$ cat src/rx_line_pkg.sv
/*
  Constants, field layouts and state types for the receive line input selector.
  Assumes a 100 MHz system clock and a plain one-cycle register port.
*/
`default_nettype none

package rx_line_pkg;

  // ----------------------------------------
  // Register port
  // ----------------------------------------
  localparam int ADDR_W = 8;
  localparam int DATA_W = 8;
  localparam logic [ADDR_W-1:0] CTRL_ADDR = 8'h00;
  localparam logic [ADDR_W-1:0] STAT_ADDR = 8'h01;

  // Status word bit positions
  localparam int STAT_BPV_BIT = 2;
  localparam int STAT_OVF_BIT = 3;

  // ----------------------------------------
  // Line codes of the two-bit code field
  // ----------------------------------------
  localparam logic [1:0] CODE_NRZ = 2'h0;
  localparam logic [1:0] CODE_CMI = 2'h1;
  localparam logic [1:0] CODE_AMI = 2'h2;
  localparam logic [1:0] CODE_ZS = 2'h3;

  // Control register layout, bit 4 down to bit 0
  typedef struct packed {
    logic t1;
    logic inv;
    logic sel;
    logic [1:0] code;
  } cfg_s;
  localparam int CFG_W = $bits(cfg_s);

  typedef enum logic [1:0] {PATH_ANALOG, PATH_DUAL, PATH_OPTICAL} path_e;

  // ----------------------------------------
  // Timing
  // ----------------------------------------
  localparam int CLK_FREQ_KHZ = 100000;
  localparam int E1_RATE_KBPS = 2048;
  localparam int T1_RATE_KBPS = 1544;
  localparam int CNT_W = 7;
  localparam logic [CNT_W-1:0] E1_BIT_CYC = CNT_W'(CLK_FREQ_KHZ / E1_RATE_KBPS);
  localparam logic [CNT_W-1:0] T1_BIT_CYC = CNT_W'(CLK_FREQ_KHZ / T1_RATE_KBPS);
  localparam logic [CNT_W-1:0] PHASE_ONE = 7'h01;
  localparam logic [CNT_W-1:0] PHASE_ZERO = 7'h00;
  localparam int DPLL_Q_SHIFT = 2;
  localparam int DPLL_H_SHIFT = 1;

  // ----------------------------------------
  // Pin sample vector
  // ----------------------------------------
  localparam int NPINS = 6;
  localparam int PIN_POS = 0;
  localparam int PIN_NEG = 1;
  localparam int PIN_ODATA = 2;
  localparam int PIN_OCLK = 3;
  localparam int PIN_ANA_A = 4;
  localparam int PIN_ANA_B = 5;

  typedef struct packed {
    logic [NPINS-1:0] s1;
    logic [NPINS-1:0] s2;
    logic [NPINS-1:0] s3;
    cfg_s cfg;
    cfg_s cfg_act;
    logic [CNT_W-1:0] phase;
    logic half_a;
    logic mark_seen;
    logic last_pol;
    logic bpv;
    logic ovf;
    logic [1:0] buf_data;
    logic [1:0] buf_vld;
    logic [DATA_W-1:0] rdata;
  } state_s;

  localparam state_s STATE_RESET = '0;

endpackage

`default_nettype wire

$ cat src/rx_line_input_select.sv
/*
  Receive line input selector: picks the analog, dual-rail or optical receive
  path, recovers the bit clock (optical NRZ uses its clock pin), applies polarity
  (dual-rail and optical paths only) and line decoding, and hands decoded bits
  through a two-entry buffer.
  Assumes all line pins are asynchronous to clk_i and that the consumer of the
  bit stream is on clk_i.
*/
`timescale 1ns/1ps
`default_nettype none

module rx_line_input_select
  import rx_line_pkg::*;
(
  // Clock and reset
  input wire logic clk_i,
  input wire logic reset_i,
  // Register port
  input wire logic [ADDR_W-1:0] addr_i,
  input wire logic [DATA_W-1:0] wr_data_i,
  input wire logic wr_i,
  input wire logic rd_i,
  output logic [DATA_W-1:0] rd_data_o,
  // Line pins
  input wire logic rx_analog_line_a_i,
  input wire logic rx_analog_line_b_i,
  input wire logic rx_pos_rail_in_i,
  input wire logic rx_neg_rail_in_i,
  input wire logic rx_optical_data_in_i,
  input wire logic rx_optical_clock_in_i,
  // Decoded bit stream
  output logic rx_bit_o,
  output logic rx_bit_valid_o,
  input wire logic rx_bit_ready_i
);

  // ----------------------------------------
  // Helpers
  // ----------------------------------------
  function automatic logic [CNT_W-1:0] bit_period(input logic t1);
    bit_period = t1 ? T1_BIT_CYC : E1_BIT_CYC;
  endfunction

  state_s st_r;
  state_s st_nxt;

  logic [NPINS-1:0] pins;
  path_e path;
  logic pol_low;
  logic rail_a;
  logic rail_b;
  logic rail_a_prev;
  logic rail_b_prev;
  logic mark_rise;
  logic odata;
  logic odata_prev;
  logic oclk_fall;
  logic is_cmi;
  logic is_nrz;
  logic [CNT_W-1:0] per;
  logic [CNT_W-1:0] q1;
  logic [CNT_W-1:0] q3;
  logic [CNT_W-1:0] half;
  logic [DATA_W-1:0] status_word;
  logic bit_vld;
  logic bit_val;
  logic bound;
  logic in_ready;
  logic mark;
  logic pol;
  logic viol;
  logic zs;

  assign pins[PIN_POS] = rx_pos_rail_in_i;
  assign pins[PIN_NEG] = rx_neg_rail_in_i;
  assign pins[PIN_ODATA] = rx_optical_data_in_i;
  assign pins[PIN_OCLK] = rx_optical_clock_in_i;
  assign pins[PIN_ANA_A] = rx_analog_line_a_i;
  assign pins[PIN_ANA_B] = rx_analog_line_b_i;

  // ----------------------------------------
  // Path and polarity
  // ----------------------------------------
  // path choice
  // rail code bit unused in analog
  assign path = !st_r.cfg_act.sel ? PATH_ANALOG :
                st_r.cfg_act.code[1] ? PATH_DUAL : PATH_OPTICAL;

  // reset value of zero means active low
  assign pol_low = ~st_r.cfg_act.inv;

  // digital pins not looked at in analog
  assign rail_a = (path == PATH_ANALOG) ? st_r.s2[PIN_ANA_A] : st_r.s2[PIN_POS] ^ pol_low;
  assign rail_b = (path == PATH_ANALOG) ? st_r.s2[PIN_ANA_B] : st_r.s2[PIN_NEG] ^ pol_low;
  assign rail_a_prev = (path == PATH_ANALOG) ? st_r.s3[PIN_ANA_A] : st_r.s3[PIN_POS] ^ pol_low;
  assign rail_b_prev = (path == PATH_ANALOG) ? st_r.s3[PIN_ANA_B] : st_r.s3[PIN_NEG] ^ pol_low;
  assign mark_rise = (rail_a & ~rail_a_prev) | (rail_b & ~rail_b_prev);

  assign odata = st_r.s2[PIN_ODATA] ^ pol_low;
  assign odata_prev = st_r.s3[PIN_ODATA] ^ pol_low;
  // falling edge of the optical clock
  assign oclk_fall = st_r.s3[PIN_OCLK] & ~st_r.s2[PIN_OCLK];

  assign is_cmi = (path == PATH_OPTICAL) && (st_r.cfg_act.code == CODE_CMI);
  assign is_nrz = (path == PATH_OPTICAL) && (st_r.cfg_act.code == CODE_NRZ);

  // Bit period follows the rate bit; integer division keeps the DPLL slightly fast
  assign per = bit_period(st_r.cfg_act.t1);
  assign q1 = per >> DPLL_Q_SHIFT;
  assign q3 = per - q1;
  assign half = per >> DPLL_H_SHIFT;

  assign status_word = DATA_W'({st_r.ovf, st_r.bpv, path});

  // ----------------------------------------
  // Next state
  // ----------------------------------------
  always_comb begin
    st_nxt = st_r;
    bit_vld = 1'b0;
    bit_val = 1'b0;
    in_ready = 1'b0;
    mark = 1'b0;
    pol = 1'b0;
    viol = 1'b0;
    zs = 1'b0;

    // Two-stage synchronisers, third stage for edges
    st_nxt.s1 = pins;
    st_nxt.s2 = st_r.s1;
    st_nxt.s3 = st_r.s2;

    // Register port; clears come first so a same-cycle event wins
    st_nxt.rdata = '0;
    if (wr_i) begin
      if (addr_i == CTRL_ADDR) begin
        st_nxt.cfg = cfg_s'(wr_data_i[CFG_W-1:0]);
      end else if (addr_i == STAT_ADDR) begin
        if (wr_data_i[STAT_BPV_BIT]) begin
          st_nxt.bpv = 1'b0;
        end
        if (wr_data_i[STAT_OVF_BIT]) begin
          st_nxt.ovf = 1'b0;
        end
      end
    end
    if (rd_i) begin
      if (addr_i == CTRL_ADDR) begin
        st_nxt.rdata = DATA_W'(st_r.cfg);
      end else if (addr_i == STAT_ADDR) begin
        st_nxt.rdata = status_word;
      end else begin
        st_nxt.rdata = '0;
      end
    end

    // DPLL phase counter, free running between corrections
    if (st_r.phase >= per - PHASE_ONE) begin
      st_nxt.phase = PHASE_ZERO;
    end else begin
      st_nxt.phase = st_r.phase + PHASE_ONE;
    end
    // rail pulse marks the bit start
    if (path != PATH_OPTICAL && mark_rise) begin
      st_nxt.phase = PHASE_ZERO;
    end
    // CMI edges pull the phase to the nearest half-bit
    if (is_cmi && (odata != odata_prev)) begin
      if (st_r.phase >= q1 && st_r.phase < q3) begin
        st_nxt.phase = half;
      end else begin
        st_nxt.phase = PHASE_ZERO;
      end
    end

    // new mode only at a bit boundary
    bound = (st_nxt.phase == PHASE_ZERO);
    if (bound) begin
      st_nxt.cfg_act = st_r.cfg;
    end

    case (path)
      PATH_ANALOG, PATH_DUAL: begin
        // rails sampled mid-pulse on recovered clock
        if (st_r.phase == q1) begin
          mark = rail_a | rail_b;
          pol = rail_b;
          viol = mark && st_r.mark_seen && (pol == st_r.last_pol);
          zs = (path == PATH_ANALOG) ? st_r.cfg_act.code[0] : (st_r.cfg_act.code == CODE_ZS);
          bit_vld = 1'b1;
          // A violation is a substitution marker in zero-substitution code
          bit_val = mark && !(zs && viol);
          if (viol && !zs) begin
            st_nxt.bpv = 1'b1;
          end
          if (mark) begin
            st_nxt.last_pol = pol;
            st_nxt.mark_seen = 1'b1;
          end
        end
      end
      PATH_OPTICAL: begin
        if (is_nrz) begin
          if (oclk_fall) begin
            bit_vld = 1'b1;
            bit_val = odata;
          end
        end else begin
          // optical clock not used for CMI
          if (st_r.phase == q1) begin
            st_nxt.half_a = odata;
          end
          if (st_r.phase == q3) begin
            bit_vld = 1'b1;
            bit_val = (st_r.half_a == odata);
          end
        end
      end
      default: begin
        bit_vld = 1'b0;
      end
    endcase

    // Two-entry buffer; the line cannot be stalled, so a full buffer drops and flags
    if (st_r.buf_vld[0] && rx_bit_ready_i) begin
      st_nxt.buf_data[0] = st_r.buf_data[1];
      st_nxt.buf_vld[0] = st_r.buf_vld[1];
      st_nxt.buf_vld[1] = 1'b0;
    end
    in_ready = !st_nxt.buf_vld[1];
    if (bit_vld) begin
      if (!in_ready) begin
        st_nxt.ovf = 1'b1;
      end else if (!st_nxt.buf_vld[0]) begin
        st_nxt.buf_data[0] = bit_val;
        st_nxt.buf_vld[0] = 1'b1;
      end else begin
        st_nxt.buf_data[1] = bit_val;
        st_nxt.buf_vld[1] = 1'b1;
      end
    end
  end

  always_ff @(posedge clk_i) begin
    if (reset_i) begin
      st_r <= STATE_RESET;
    end else begin
      st_r <= st_nxt;
    end
  end

  assign rd_data_o = st_r.rdata;
  assign rx_bit_o = st_r.buf_data[0];
  assign rx_bit_valid_o = st_r.buf_vld[0];
endmodule

`default_nettype wire

$ cat config.mk
export PLATFORM = sky130hd
export DESIGN_NAME = rx_line_input_select
export DESIGN_NICKNAME = d
export VERILOG_FILES = /design/src/rx_line_pkg.sv /design/src/rx_line_input_select.sv
export SDC_FILE = /design/constraint.sdc
export NUM_CORES = 1
export LEC_CHECK = 0
export ABC_AREA = 1
export BUFFER_PORTS_ARGS = -buffer_cell sky130_fd_sc_hd__buf_2
export CAP_MARGIN = 5
export CORE_ASPECT_RATIO = 0.5
export CORE_MARGIN = 2
export CORE_UTILIZATION = 51
export CTS_CLUSTER_DIAMETER = 30
export DETAILED_ROUTE_END_ITERATION = 6
export PLACE_DENSITY = 0.87
export SLEW_MARGIN = 20
export SYNTH_ARGS = -nofsm -noshare
export SYNTH_HDL_FRONTEND = slang
export SYNTH_SLANG_ARGS = --single-unit
$ cat constraint.sdc
create_clock -name clk_i -period 1.6 [get_ports clk_i]
set_input_delay 0.08 -clock clk_i [delete_from_list [all_inputs] [get_ports clk_i]]
set_output_delay 0.08 -clock clk_i [all_outputs]
set_load 0.01 [all_outputs]
# After elaboration in Yosys (flattened, before gate mapping)
# Cells that the tools add are included.
# Widths: inputs -> output; s select.
# classes
addsub	3
magnitude_cmp	3
n_eq_ne	11
mux	39
bitwise	18
n_reduce_logical	24
# ops
op	n
$mux 7	4
$mux 1	22
$logic_and 1x1->1	11
$mux 2	5
$mux 5	2
$reduce_and 3->1	3
$eq 8x1->1 const B	1
$logic_not 8->1	1
$mux 4	2
$add 7x1->7 const B	1
$eq 7x5->1	1
$eq 7x7->1	1
$ge 7x5->1	1
$ge 7x7->1	1
$logic_not 7->1	1
$lt 7x7->1	1
$not 1->1	7
$sub 7x1->7 const B	1
$sub 7x5->7	1
$mux 6	1
$xor 1x1->1	6
$eq 2x1->1 const B	2
$eq 2x2->1 const B	2
$logic_not 2->1	2
11 further kinds	18
# totals
register_bits	52
in_bits	27
out_inout_bits	10
word_cells	120

# Longest topological paths before layout
# depth
word_depth	15
depth_mapped	15
depth_no_buf	14

# Least setup slack after synthesis
# Ideal clock, no wire load.
# synth_timing
path_kind	flip-flop to flip-flop
from	register st_r[28] (netlist name)
to	register st_r[26] (netlist name)
setup_ns	0.113
arrival_ns	1.666
t_required_ns	1.487
setup_slack_ns	-0.178
stages_incl_launch_ff	14
n_path_buf	0
synth_period_minus_slack_ns	1.778
path_cell_list	dfxtp_1 > inv_1 > ha_1 > nand2_1 > nor2_1 > nand2_1 > nand3_2 > nor2_1 > nand2_1 > o21ai_0 > nor2_1 > nand3_1 > nand2_1 > nor2_1
# synth_between
elab_chain_len	7
word_cells_on_any_way	12
classes_between	add/sub: 2; order compare: 3; mux: 5; reduce/logical: 2
# synth_rtl
element	line_no	source
from (decl)	rx_line_input_select.sv:44	state_s st_r;
from (signal assigned)	rx_line_input_select.sv:248	st_r <= st_nxt;
$mux 7 *	rx_line_input_select.sv:41	bit_period = t1 ? T1_BIT_CYC : E1_BIT_CYC;
$sub 7x1->7 or $sub 7x5->7 (tied branches)	rx_line_input_select.sv:158, rx_line_input_select.sv:110	
$ge 7x7->1 or $lt 7x7->1 (tied branches)	rx_line_input_select.sv:158, rx_line_input_select.sv:169	
$mux 7 or $logic_and 1x1->1 (tied branches)	rx_line_input_select.sv:158, rx_line_input_select.sv:169	
$mux 7 or $mux 6 (tied branches)	rx_line_input_select.sv:164, rx_line_input_select.sv:169	
$mux 7 *	rx_line_input_select.sv:168	if (is_cmi && (odata != odata_prev)) begin
$logic_not 7->1 *	rx_line_input_select.sv:177	bound = (st_nxt.phase == PHASE_ZERO);
# Mark *: on every way between the ends. The rest lies on a longest branch, timed or not.
# A chain may end at the register's enable or synchronous reset.

# Worst setup path in the final report
# layout_timing
from	register st_r[28] (netlist name)
to	register st_r[27] (netlist name)
# Same word-level chain as after synthesis.

==> reports/summary.txt <==
Routed WL -> 5820 um
H-tree depth -> 2
Starting Density -> 0.539
minimum clock period -> 1.92 ns
final hold violations -> 0
first-pass GRT wire length -> 8880 um
Setup Crit Path Kind -> flop to flop
Final WS setup -> -0.322 ns
routed vias/inst -> 4.91
Avg Inst Size Synth -> 7.06 um2
clock-pin slew on the worst setup and hold paths -> 0.09 ns
clk_skew -> 0.00570 ns
maximum VDD drop -> 0.564 mV
Util after Layout -> 0.717
Reg2Reg Depth -> 12
CP max FO -> 5
post-synthesis mux area share -> 0
largest net degree at the start of global routing -> 34
unrepaired setup endpoints after global routing -> true
status -> finished, violations left
Critical R2R Launch -> st_r[28]
register bit total from synthesis -> 49
post-synthesis compound-gate area fraction -> 0.0936
NetSw -> 1.64 mW
Post-Synth Adder-Cell Area -> 0.0260
Int Pwr -> 2.73 mW
Max Fclk -> 520 MHz
drt drc -> 0
Initial DRT Pass Iterations -> 4
Die H -> 52.6 um
GP Congestion -> 0.849
antenna-violating nets left -> 0
Worst setup EP type -> flop
commonest non-fill, non-tap cell in the layout -> inv_1
commonest non-fill, non-tap cells in the layout -> 56 x inv_1, 52 x nand2_1, 45 x nor2_1
fin nets -> 440
# setup viols final -> 16
Yosys Warn Count -> 0
Max Buffers Root-to-Sink -> 2
share of layout cells above drive strength 1 -> 0.342
I/O pins -> 37
DP Wirelength -> 3830 um
All-Layer GR Usage -> 0.218
Pwr Density -> 1360 nW/um2
post-synthesis xor/xnor area fraction -> 0.0255
Arr. time, crit path -> 2.16 ns
failing checks -> negative setup slack
routed via count -> 2,287
die width -> 101 um
register-to-register setup slack -> -0.32 ns
CP Launch Type -> flop
worst hold path depth -> 3
diode count -> 0
mapped cell area -> 2410 um2
Num CTS Buffers -> 5
final period utilization -> 1.20
Post-Synthesis Cells -> 341
Req. time, crit path -> 1.84 ns
final slew viol count -> 0
gr ovfl total -> 0
Starting DRT DRC Count -> 153
port bufs -> 30
Hold Path Class -> input port to flop
combinational power share -> 0.452
final total power -> 4.36 mW
wire length per cell -> 12.5 um
Area growth syn-to-layout -> 33.2%
later-pin clock latency in the skew report -> 0.30 ns
Worst Hold End -> st_r[32]
vias in the first global route -> 2,041
Core Area -> 4470 um2
largest family of logic cells by synthesized area -> simple AND/OR/NAND/NOR gates
Simple-Gate Fraction of Synth Area -> 0.307
Seq/Total Area, Yosys -> 0.408
Net Sw Frac -> 0.375
leakage power -> 1.46 nW
share of total power in the clock network -> 0.210
clk sinks -> 49
die area -> 5320 um2
RR Endpoint -> st_r[27]
Yosys cell types -> 32
root buffer cell -> clkbuf_8
cell row count -> 17
TritonCTS clock tree -> yes
hold path start -> wr_data_i[3]
antenna violations before repair -> 0
Flop pwr share -> 0.339
max cap viols -> 0
[how the worst max path moves through the flow]
stage,from,end,cells past startpoint
after floorplan,st_r[28],st_r[28],13
after global placement,st_r[28],rx_bit_o,10
after detailed placement,st_r[28],st_r[11],10
after CTS,st_r[28],st_r[24],12
after global routing,st_r[28],st_r[27],12
final,st_r[28],st_r[27],12
[timing repair]
item	CTS	global route
resized for setup	18	30
setup buffers	4	5
pin swaps	8	19
hold buffers	6	0
endpoints found under the setup margin	15	20
endpoints found under the hold margin	6	0
[cells in the mapped netlist]
cell type  instances  area [um2]
nand2_2            3        18.8
a21oi_1           20         100
nor2_4             3        33.8
ha_1               5        62.6
inv_4              1        6.26
and2_1             1        6.26
inv_1             60         225
xor2_1             7        61.3
nor3_1             2        10.0
conb_1             1        3.75
nor4_1             1        6.26
o21ai_0           12        60.1
a311oi_1           1        8.76
nand3b_1           3        22.5
nand2_1           59         221
inv_2              1        3.75
or2_2              1        6.26
nand3_1           26         130
nand2_4            2        22.5
clkbuf_1           4        15.0
o211ai_1           2        15.0
buf_2              1        5.00
nand4_1            2        12.5
nor4_2             1        12.5
o31ai_1            2        15.0
nor2_2             2        12.5
buf_4              9        67.6
nand3_2            2        20.0
buf_6              1        11.3
nor2_1            54         203
a21oi_2            3        26.3
dfxtp_1           49         981
[power groups by stage]
stage / sequential (mW) / combinational, mW / clock (mW)
2_1_floorplan: 1.43 / 1.20 / 0
6_report: 1.48 / 1.97 / 0.915
3_3_place_gp: 1.47 / 1.60 / 0
4_1_cts: 1.47 / 1.79 / 0.925
3_5_place_dp: 1.48 / 1.67 / 0
5_1_grt: 1.49 / 2.15 / 0.975
[area by class of cell]
class | instances | area [um2]
fillers | 296 | 1260
multi-input cells | 217 | 1290
repair buffers | 73 | 492
inverters | 62 | 240
flip-flops and latches | 49 | 992
clock buffers | 7 | 86.3
clock inverters | 1 | 30.0
well taps | 57 | 71.3
[worst max-delay path, cell delays in order, from the launching register on]
cell,delay (ns)
dfxtp_4,0.37
inv_4,0.05
ha_4,0.26
buf_4,0.14
a21oi_2,0.11
o21ai_1,0.08
nand2_1,0.16
nor2_2,0.08
a21oi_2,0.15
nand3_2,0.11
nor2_4,0.17
nor2_1,0.07
nor2_1,0.11
[per-stage QoR]
stage | area (um2) | setup WS, ns | hold WS, ns | cells | setup TNS (ns)
2_1_floorplan | 2460 | -0.0283 | 0.187 | 343 | -0.132
3_3_place_gp | 2800 | -0.135 | 0.281 | 444 | -1.05
3_5_place_dp | 2800 | -0.235 | 0.290 | 444 | -1.93
4_1_cts | 3060 | -0.179 | 0.0301 | 461 | -1.64
5_1_grt | 3200 | -0.420 | 0.0389 | 466 | -5.00
6_report | 3200 | -0.322 | 0.0369 | 466 | -3.40
[cell families (layout without fill, tap and decap cells)]
logic type      Yosys count  count (layout)
simple gates            162             162
buf+inv                  77             143
flops                    49              49
compound gates           40              40
xor+xnor                  7               7
fa+ha+maj                 5               5
other cells               1               3
[sequential cells by signal, indices dropped and copies added, names as in the netlist]
signal          cells
st_r               30
st_nxt             12
rd_data_o           5
rx_bit_o            1
rx_bit_valid_o      1
[metal layers]
layer / wire [um] / track usage / vias to the layer above
met3: 322 / 0.0560 / 13
met2: 2760 / 0.383 / 86
met4: 112 / 0.0631 / 0
met1: 2620 / 0.268 / 1014
li1: - / - / 1174
met5: 0 / 0 / -
Note: power is estimated with default switching activity, not from simulation.
